==> config.mk <==
export PLATFORM = sky130hd
export DESIGN_NAME = nvc_device_flat
export DESIGN_NICKNAME = d
export VERILOG_FILES = /design/src/verilog/nvc_pkg.sv /design/src/verilog/nvc_link_if.sv /design/src/verilog/nvc_device.sv /design/src/flat_wrapper.sv
export SDC_FILE = /design/constraint.sdc
export NUM_CORES = 1
export LEC_CHECK = 0
export BUFFER_PORTS_ARGS = -buffer_cell sky130_fd_sc_hd__buf_2
export CORE_ASPECT_RATIO = 1.75
export CORE_MARGIN = 10
export CORE_UTILIZATION = 55
export CTS_CLUSTER_SIZE = 12
export DETAILED_ROUTE_END_ITERATION = 10
export GPL_TIMING_DRIVEN = 0
export PLACE_DENSITY = 0.79
export SLEW_MARGIN = 0
export SYNTH_ARGS = -nofsm -noshare
export SYNTH_HDL_FRONTEND = slang
export SYNTH_SLANG_ARGS = --single-unit
==> constraint.sdc <==
create_clock -name aclk -period 14.1 [get_ports aclk]
set_clock_uncertainty 0.1 [all_clocks]
set_input_delay 2.82 -clock aclk [delete_from_list [all_inputs] [get_ports aclk]]
set_output_delay 2.82 -clock aclk [all_outputs]
set_load 0.02 [all_outputs]
==> src/verilog/nvc_pkg.sv <==
package nvc_pkg;
    // ==============================================================
    // Device register pointers
    localparam logic [7:0] REG_DIVIDER = 8'h02;
    localparam logic [7:0] REG_TRIM_HI = 8'h08;
    localparam logic [7:0] REG_TRIM_LO = 8'h09;
    localparam logic [7:0] REG_BUS_ADDR = 8'h0D;
    localparam logic [7:0] REG_OFFSET = 8'h0E;
    localparam logic [7:0] REG_RANGE = 8'h37;
    localparam logic [7:0] REG_COMMIT = 8'h3F;
    // ==============================================================
    // Field positions
    localparam int DITHER_BIT = 4;
    localparam int DEFER_BIT = 3;
    localparam int TRIM_SHIFT = 6;
    localparam int OFFSET_W = 5;
    localparam logic [3:0] EXP_MAX = 4'h8;
    // ==============================================================
    // Factory defaults
    localparam logic [7:0] DIVIDER_RST = 8'hE0;
    localparam logic [15:0] TRIM_RST = 16'h7D00;
    localparam logic [7:0] BUS_ADDR_RST = 8'hF0;
    localparam logic [4:0] FACTORY_OS_RST = 5'h12;
    // Upper four address bits, arbitrary value
    localparam logic [3:0] DEV_ID_HI = 4'hA;
    // ==============================================================
    // Frequency plan in kHz
    localparam logic [31:0] RANGE_BASE_KHZ = 32'h0001_6800;
    localparam logic [31:0] RANGE_STEP_KHZ = 32'h0000_1400;
    localparam logic [31:0] TRIM_STEP_KHZ = 32'h0000_000A;
    // ==============================================================
    // Timing
    localparam int CLK_MHZ = 100;
    localparam int NV_WRITE_US = 10000;
    localparam int NV_WRITE_CYC = NV_WRITE_US * CLK_MHZ;
    // ==============================================================
    // Controller register map, AXI4-Lite byte addresses
    localparam logic [3:0] CSR_CMD = 4'h0;
    localparam logic [3:0] CSR_WDATA = 4'h4;
    localparam logic [3:0] CSR_STATUS = 4'h8;
    localparam logic [3:0] CSR_RDATA = 4'hC;
    localparam int CMD_DEV_LSB = 8;
    localparam int CMD_READ_BIT = 16;
    localparam int CMD_WIDE_BIT = 17;
    localparam logic [1:0] RESP_OKAY = 2'b00;
    localparam logic [1:0] RESP_SLVERR = 2'b10;
    // ==============================================================
    // Controller sequencer
    typedef enum logic [0:0] {
        NVC_IDLE = 1'b0,
        NVC_WAIT = 1'b1
    } nvc_state_t;
endpackage

==> src/verilog/nvc_link_if.sv <==
`timescale 1ns/1ps
// Transfer-level view of the 2-wire bus
interface nvc_link_if;
    logic req; // Transfer request, held until done
    logic [6:0] dev_sel; // Seven-bit slave address
    logic rd; // 1 read, 0 write
    logic wide; // Two data bytes
    logic [7:0] ptr; // Register pointer
    logic [15:0] wdata; // Write bytes, first in high half
    logic done; // One-cycle answer pulse
    logic ack; // Acknowledge with done
    logic [15:0] rdata; // Read bytes, first in high half
    modport ctrl (output req, dev_sel, rd, wide, ptr, wdata, input done, ack, rdata);
    modport dev (input req, dev_sel, rd, wide, ptr, wdata, output done, ack, rdata);
endinterface

==> src/verilog/nvc_device.sv <==
`timescale 1ns/1ps
module nvc_device
    import nvc_pkg::*;
#(
    parameter int NV_CYCLES = NV_WRITE_CYC
) (
    input wire logic aclk,
    input wire logic aresetn,
    nvc_link_if.dev link,
    output logic [3:0] divider_exponent,
    output logic dither_depth_select,
    output logic [4:0] offset_setting,
    output logic [9:0] trim_value,
    output logic [31:0] master_khz,
    output logic [31:0] output_khz,
    output logic nv_busy
);
    // ==============================================================
    // Working and stored copies
    // Working copies steer the oscillator; stored copies outlive reset
    logic [7:0] divider; // Working divider and dither
    logic [15:0] trim; // Working trim word
    logic [7:0] bus_addr; // Working bus address
    logic [4:0] offset; // Working offset
    // Stored copies start at factory contents and are never reset
    logic [7:0] nv_divider = DIVIDER_RST; // Stored copies
    logic [15:0] nv_trim = TRIM_RST;
    logic [7:0] nv_bus_addr = BUS_ADDR_RST;
    logic [4:0] nv_offset = FACTORY_OS_RST;
    // Save timing and transfer decode
    logic [31:0] nv_count; // Save cycle counter
    logic take; // New transfer taken
    logic hit; // Address match
    logic wr_ok; // Accepted write
    logic save_now; // Start of a save
    // Next values of the working registers
    logic [7:0] next_divider;
    logic [15:0] next_trim;
    logic [7:0] next_bus_addr;
    logic [4:0] next_offset;

    // Register read, used for both bytes of a wide read
    // A single read keeps its byte in the high half
    function automatic logic [7:0] rd_byte(input logic [7:0] p, input logic [7:0] dv,
        input logic [15:0] tr, input logic [7:0] ba, input logic [4:0] of);
        case (p)
            REG_DIVIDER: rd_byte = dv;
            REG_TRIM_HI: rd_byte = tr[15:8];
            REG_TRIM_LO: rd_byte = {tr[7:6], 6'h00};
            REG_BUS_ADDR: rd_byte = ba;
            REG_OFFSET: rd_byte = {3'b111, of};
            REG_RANGE: rd_byte = {3'b000, FACTORY_OS_RST};
            default: rd_byte = 8'h00;
        endcase
    endfunction

    // Registers whose change starts an automatic save
    function automatic logic is_setting_reg(input logic [7:0] p);
        case (p)
            REG_DIVIDER, REG_TRIM_HI, REG_TRIM_LO, REG_OFFSET: is_setting_reg = 1'b1;
            default: is_setting_reg = 1'b0;
        endcase
    endfunction

    // ==============================================================
    // Transfer decode
    // A held request is taken once; the answer pulse masks it
    assign take = link.req && !link.done;
    // Upper address bits fixed, low three from the bus-address register
    assign hit = link.dev_sel == {DEV_ID_HI, bus_addr[2:0]};
    // Writes are refused while a save runs or the address misses
    assign wr_ok = take && hit && !nv_busy && !link.rd;

    // New working values; a wide write walks to the next pointer only at the high trim byte
    always_comb begin
        next_divider = divider;
        next_trim = trim;
        next_bus_addr = bus_addr;
        next_offset = offset;
        if (wr_ok) begin
            // A wide write at the high trim byte fills both bytes
            case (link.ptr)
                REG_DIVIDER: next_divider = link.wdata[15:8];
                REG_TRIM_HI: begin
                    next_trim[15:8] = link.wdata[15:8];
                    if (link.wide) begin
                        next_trim[7:6] = link.wdata[7:6];
                    end
                end
                // Only the top two bits of the low trim byte exist
                REG_TRIM_LO: next_trim[7:6] = link.wdata[15:14];
                // Upper nibble always reads as one
                REG_BUS_ADDR: next_bus_addr = {4'hF, link.wdata[11:8]};
                REG_OFFSET: next_offset = link.wdata[12:8];
                // Range and commit pointers store nothing
                default: next_offset = offset;
            endcase
        end
    end

    // Save trigger: commit, bus-address write, or auto mode change
    // Range writes and unknown pointers never start a save
    always_comb begin
        save_now = 1'b0;
        if (wr_ok) begin
            if (link.ptr == REG_COMMIT) begin
                save_now = 1'b1;
            end else if (link.ptr == REG_BUS_ADDR) begin
                save_now = 1'b1;
            // Auto mode only; a set defer bit waits for the commit
            end else if (!bus_addr[DEFER_BIT] && is_setting_reg(link.ptr)) begin
                save_now = 1'b1;
            end
        end
    end

    // ==============================================================
    // Working registers reload from storage at reset
    // Reset stands in for a power cycle
    always_ff @(posedge aclk) begin
        if (!aresetn) begin
            divider <= nv_divider;
            trim <= nv_trim;
            bus_addr <= nv_bus_addr;
            offset <= nv_offset;
        end else begin
            divider <= next_divider;
            trim <= next_trim;
            bus_addr <= next_bus_addr;
            offset <= next_offset;
        end
    end

    // Storage keeps its contents through reset, like a real array
    // A bus-address save stores that register alone, deferred settings stay unsaved
    always_ff @(posedge aclk) begin
        if (save_now) begin
            // Every save includes the bus address
            nv_bus_addr <= next_bus_addr;
            if (link.ptr != REG_BUS_ADDR) begin
                // Commit or auto save copies every setting
                nv_divider <= next_divider;
                nv_trim <= next_trim;
                nv_offset <= next_offset;
            end
        end
    end

    // ==============================================================
    // Save timer; busy blocks all transfers
    // Loaded at the take edge, so busy starts with the answer
    // Silicon needs a long save; the bench shortens it by parameter
    always_ff @(posedge aclk) begin
        if (!aresetn) begin
            nv_count <= 32'h0000_0000;
        // A new save restarts the full wait
        end else if (save_now) begin
            nv_count <= 32'(NV_CYCLES);
        end else if (nv_count != 32'h0000_0000) begin
            nv_count <= nv_count - 32'h0000_0001;
        end
    end
    // Busy follows a register, so it never glitches
    assign nv_busy = nv_count != 32'h0000_0000;

    // ==============================================================
    // Answer one cycle after the request is taken
    // Refused transfers still answer, with the acknowledge clear
    always_ff @(posedge aclk) begin
        if (!aresetn) begin
            link.done <= 1'b0;
            link.ack <= 1'b0;
            link.rdata <= 16'h0000;
        end else begin
            // One answer pulse per taken request
            link.done <= take;
            // Acknowledge and data change only on a new take
            if (take) begin
                link.ack <= hit && !nv_busy;
                // Read data only moves on an accepted read
                if (hit && !nv_busy && link.rd) begin
                    link.rdata <= {rd_byte(link.ptr, divider, trim, bus_addr, offset),
                        rd_byte(link.ptr + 8'h01, divider, trim, bus_addr, offset)};
                end
            end
        end
    end

    // ==============================================================
    // Oscillator settings from working copies
    always_comb begin
        // Exponents above eight decode as eight
        divider_exponent = (divider[3:0] > EXP_MAX) ? EXP_MAX : divider[3:0];
        // Set selects the shallower dither
        dither_depth_select = divider[DITHER_BIT];
        offset_setting = offset;
        // Trim is left-justified; drop the empty low bits
        trim_value = trim[15:TRIM_SHIFT];
    end

    // Range minimum steps from the factory range; sign via wrap-around
    // Fractional output kilohertz are dropped by the shift
    always_comb begin
        master_khz = RANGE_BASE_KHZ
            + (32'(offset) - 32'(FACTORY_OS_RST)) * RANGE_STEP_KHZ
            + 32'(trim_value) * TRIM_STEP_KHZ;
        // Power-of-two divide is a plain right shift
        output_khz = master_khz >> divider_exponent;
    end
endmodule

==> src/flat_wrapper.sv <==
// flat-port wrapper written by rule: the top's interface ports become plain ports
module nvc_device_flat import nvc_pkg::*;
#(
    parameter int NV_CYCLES = NV_WRITE_CYC
)
  (aclk, aresetn, divider_exponent, dither_depth_select, offset_setting, trim_value, master_khz, output_khz, nv_busy, link_req, link_dev_sel, link_rd, link_wide, link_ptr, link_wdata, link_done, link_ack, link_rdata);
  nvc_link_if link_i ();
  input wire logic aclk;
  input wire logic aresetn;
  output logic [3:0] divider_exponent;
  output logic dither_depth_select;
  output logic [4:0] offset_setting;
  output logic [9:0] trim_value;
  output logic [31:0] master_khz;
  output logic [31:0] output_khz;
  output logic nv_busy;
  input wire logic [$bits(link_i.req)-1:0] link_req;
  input wire logic [$bits(link_i.dev_sel)-1:0] link_dev_sel;
  input wire logic [$bits(link_i.rd)-1:0] link_rd;
  input wire logic [$bits(link_i.wide)-1:0] link_wide;
  input wire logic [$bits(link_i.ptr)-1:0] link_ptr;
  input wire logic [$bits(link_i.wdata)-1:0] link_wdata;
  output wire logic [$bits(link_i.done)-1:0] link_done;
  output wire logic [$bits(link_i.ack)-1:0] link_ack;
  output wire logic [$bits(link_i.rdata)-1:0] link_rdata;
  assign link_i.req = link_req;
  assign link_i.dev_sel = link_dev_sel;
  assign link_i.rd = link_rd;
  assign link_i.wide = link_wide;
  assign link_i.ptr = link_ptr;
  assign link_i.wdata = link_wdata;
  assign link_done = link_i.done;
  assign link_ack = link_i.ack;
  assign link_rdata = link_i.rdata;
  nvc_device #(.NV_CYCLES(NV_CYCLES)) u_core (.aclk(aclk), .aresetn(aresetn), .link(link_i), .divider_exponent(divider_exponent), .dither_depth_select(dither_depth_select), .offset_setting(offset_setting), .trim_value(trim_value), .master_khz(master_khz), .output_khz(output_khz), .nv_busy(nv_busy));
endmodule
Word-level counts from Yosys, hierarchy flattened
Index checks and enable logic that the tools add are counted.
- input bits: 36
- output and inout port bits: 103
- word-level logic and storage cells: 83
- bits in registers: 124
- multiplexer cells: 27
- order comparisons: 1
- multiply operators: 2
- eq/ne operators: 15
- shifts and indexed selects: 1
- $add $sub $neg: 5
- reduce and logical (&&, ||, !) cells: 17
- bitwise gates (word level): 1
- operator list (cell ; number):
    $pmux 8 s6 ; 2
    $eq 8x4->1 const B ; 8
    $mux 8 ; 7
    $mux 20 ; 2
    $add 17x32->32 const A ; 1
    $add 32x14->32 ; 1
    $mul 32x3->22 const B ; 1
    $reduce_bool 32->1 ; 1
    $shr 32x4->32 ; 1
    $sub 32x1->32 const B ; 1
    $eq 8x6->1 const B ; 3
    $eq 8x2->1 const B ; 2
    $mux 16 ; 1
    $mux 5 ; 3
    $mul 10x3->13 const B ; 1
    $mux 10 ; 1
    $add 8x1->8 const B ; 1
    $mux 1 ; 8
    $ne 8x4->1 const B ; 1
    $eq 7x7->1 ; 1
    $logic_and 1x1->1 ; 7
    $sub 5x5->6 const B ; 1
    $gt 4x4->1 const B ; 1
    $logic_not 1->1 ; 4
    other kinds (8) ; 9

Logic depth before layout (Yosys ltp)
- depth in word-level cells: 12
- gate-level depth with buffers: 23
- mapped depth without buffers: 23

Worst setup path before layout
OpenSTA, ideal clock, no wires.
- kind: register to output
- start: reg u_core.trim[10]
- end: out output_khz[26]
- buffers on the path: 0
- stages on the path, launching flop included: 23
- setup slack: 5787 ps
- arrival: 5393 ps
- path through: dfxtp_1 > ha_1 > ha_1 > a21o_1 > a21oi_1 > o21ai_0 > a21oi_1 > nor2_1 > o21a_1 > or2_2 > ha_1 > inv_1 > ha_1 > inv_1 > fa_1 > nor2b_1 > o31a_1 > o2111ai_1 > nor3_1 > xor2_1 > mux2_2 > mux2i_1 > a211oi_1
- word-level cells in the longest chain between the ends: 3
- RTL lines (item ; line ; text):
    from (decl) ; nvc_device.sv:22 ; logic [15:0] trim;
    from (signal assigned) ; nvc_device.sv:123 ; trim <= nv_trim;
    from (signal assigned) ; nvc_device.sv:128 ; trim <= next_trim;
    $mul 10x3->13 ; nvc_device.sv:206 ; + 32'(trim_value) * TRIM_STEP_KHZ;
    $add 32x14->32 ; nvc_device.sv:206 ;
    via master_khz[27] ; flat_wrapper.sv:14 ; output logic [31:0] master_khz;
    $shr 32x4->32 ; nvc_device.sv:208 ; output_khz = master_khz >> divider_exponent;
    to (decl) ; flat_wrapper.sv:15 ; output logic [31:0] output_khz;
The timed path passes the listed nets, and every way through them passes these cells.

Worst setup path in the final report
- start: reg u_core.trim[10]
- end: out output_khz[24]
- word-level cells in the longest chain between the ends: 3
- RTL lines (item ; line):
    $mul 10x3->13 ; nvc_device.sv:206
    $add 32x14->32 ; nvc_device.sv:206
    $shr 32x4->32 ; nvc_device.sv:208
No other way between the ends.

==> flow_summary.toml <==
[setup_path]
cp.arrival_ps = 6630
worstSetupStartpoint = "u_core.trim[10]$_DFF_P_"
cp-start-kind = "flop"
crit_fanout = 7
cp_common_cell = "ha_1"
max_stage_delay_ps = 1110
worst_ep_required_time_ps = 11180
worstSetupPathType = "flop to output pin"
critPathSlowestCell = "o31ai_1"
path_cells = "ha_1, ha_1, a21o_1, a21oi_1, o21ai_0, a21oi_1, nor2_1, o21a_1, or2_2, ha_1, inv_1, ha_1, inv_1, fa_1, nor2b_1, o31a_1, o2111ai_1, o31ai_1, mux4_2, nand2_1, o211a_1, buf_2"
r2r_start = "u_core.nv_count[14]$_SDFFE_PN0P_"
endpoint_kind = "output pin"

[clock_network]
cts-hold-fix-buffers = 0
clockBufferDepth = 2
cts_tree = "done"
ctsResizeCount = 0
cts_root_buf = "clkbuf_16"
numCtsBuffers = 9
clk_latency_ps = 350
clk_pin_slew_ps = 80
postCtsSetupBuffers = 0
cts_sinks = 112
cts_max_level = 3

[global_route]
overflow = 0
grt_pass1_vias = 7690
grt_max_degree = 19
grtUsageTotal_pct = 28.2
antenna_found_initial = 0
grt_pass1_wl_um = 41900

[floorplan]
design.die.area_um2 = 19200
die_h_um = 176
fp.dieW_um = 109
row_count = 57
io_pins = 139
core_um2 = 13800
initial_utilization_pct = 55.5

[final_layout]
final_common_cell = "buf_2"
layout_common_cells = "133 x buf_2, 98 x nor2_1, 81 x dfxtp_1, 68 x nand2_1, 44 x ha_1"
nNetsFinal = 1078
area_delta_synth_final_pct = 16.0
drive_above_1_share_pct = 21.7
diodes = 0

[placed_design]
place_congestion = 1.06
port_buffers = 129
dp_hpwl_um = 21900

[route]
drt-pass1-iter-count = 6
wl_met3_um = 1970
ant_nets = 0
via_per_inst = 6.49
post_drt_wl_per_cell_um = 23.7
top_layer = "met4"
drtIter0Drc = 631
wl_um = 27900
wl_met1_um = 8910
dr_total_vias = 7637
wl_met2_um = 14800
drc = 0

[logic_synthesis]
syn-cell-area_um2 = 7650
synth_ff_type = "dfxtp_1"
syn_area_per_cell_um2 = 8.95
synth_top_cell_by_area = "dfxtp_1"
netlist_instances = 854
synth_seq_cells = 112
ys_seq_area_share_pct = 33.4
synth-async-reset-ratio_pct = 0
syn_nets = 937
synth_warnings = 0
synth_area_leaders = "dfxtp_1 21%, edfxtp_1 12%, ha_1 7.2%, mux2_2 6.2%, nor2_1 4.9%"
synth-edff-count = 31
synth_top_area_share_pct = 21.2
ys_types = 77

[status]
status = "complete, no violations"

[sta]
fmax_ghz = 0.105
slew-limit-headroom_pct = 17.1
period_needed_ps = 9550
final_hold_viol_count = 0
hold_ws_ps = 367
min_period_over_period_pct = 67.7
slew_violations = 0
setup_tns_ps = 0
rsz0062_at_grt = "false"
worstMarginPinSlew_ps = 1230
setup_viol = 0

[worst_hold_path]
hp-class = "flop to flop"
hold_start = "u_core.nv_offset[2]$_DFFE_PP_"

[power_and_ir_drop]
p_total_mw = 1.47
powerDensity_nw_per_um2 = 166
ir_drop_uv = 190
p_leak_nw = 3.65

[flow_run]
maxCapViolCount = 0
## worst max-delay path, delay by kind of cell (launching register included)
kind | cells | cell delay [ps]
compound gates | 9 | 2830
fa+ha+maj | 5 | 1510
buf+inv | 3 | 290
flops | 1 | 560
mux | 1 | 450
simple gates | 4 | 620
## registers in the layout, summed over array words and instances (netlist names)
register,count
u_core.nv_count,32
u_core.link.rdata,16
u_core.nv_trim,10
u_core.trim,10
u_core.bus_addr,8
u_core.divider,8
u_core.nv_bus_addr,8
u_core.nv_divider,8
u_core.nv_offset,5
u_core.offset_setting,5
u_core.link.ack,1
u_core.link.done,1
## report_power, final
| group | leakage (nW) | switching [mW] | internal, mW | total (mW) |
|---|---|---|---|---|
| logic | 2.54 | 0.484 | 0.285 | 0.769 |
| clock network | 0.159 | 0.117 | 0.161 | 0.278 |
| registers | 0.947 | 0.0477 | 0.374 | 0.422 |
## cells in the mapped netlist (3+ instances only)
master,count
nor4_1,13
or4_1,7
nor3_1,25
nor2b_1,3
dfxtp_1,81
ha_1,44
edfxtp_1,31
or2_2,4
a222oi_1,3
a22oi_1,20
buf_2,4
mux2_1,17
fa_1,3
o22ai_1,6
inv_1,43
o21a_1,6
o211ai_1,6
a21o_1,6
mux2i_1,26
a221oi_1,15
nand2b_1,13
nor2_1,99
nand3_1,11
or3_1,5
o31ai_1,4
and3_1,3
buf_4,3
xor2_1,13
nor3b_1,3
a31oi_1,7
nand4_1,4
xnor2_1,37
nand2_1,68
a211oi_1,8
o21ai_0,25
and2_1,4
clkbuf_1,34
a311oi_1,18
mux2_2,42
a21oi_1,40
o221ai_1,3
## final timing paths
path | cells past startpoint | end | slack, ps
max | 22 | output_khz[24] | 4550
min | 1 | u_core.offset_setting[2]$_DFF_P_ | 370
max reg2reg | 9 | u_core.nv_trim[13]$_DFFE_PP_ | 10020
min reg2reg | 1 | u_core.offset_setting[2]$_DFF_P_ | 370
## area by class of cell
cell class              instances  area (um^2)
plain buffers                  44          189
clock buffers                  10          239
clock inverters                 6         90.1
fillers                      1176         4900
inverters                      45          169
multi-input cells             653         4740
flip-flops and latches        112         2550
well taps                     177          221
repair buffers                130          661
## cells by family (layout without fill, tap and decap cells)
family	after synthesis	in the layout	synth area share (%)
xor+xnor	50	50	5.73
fa+ha+maj	47	47	7.99
other cells	1	1	0.0490
buf+inv	89	235	4.68
mux	89	89	13.1
flops	112	112	33.4
compound gates	192	192	17.9
simple gates	274	274	17.2
## through the flow
| step | instances | setup slack [ps] | cell area (um^2) | utilization (%) |
|---|---|---|---|---|
| after detailed placement | 1161 | 5080 | 8530 | 62.0 |
| after global placement | 1160 | 5150 | 8510 | 61.8 |
| after floorplan | 854 | 5790 | 7650 | - |
| after global routing | 1177 | 4340 | 8870 | 64.4 |
| final | 1177 | 4550 | 8870 | 64.4 |
| after CTS | 1177 | 4680 | 8860 | 64.4 |
## per-layer routing
metal / vias up / GRT usage, %
met5: - / 0
met4: 0 / 23.0
met3: 143 / 5.18
met2: 438 / 51.9
met1: 3619 / 25.7
li1: 3437 / -
No activity file was read; power rests on OpenSTA's default activity.
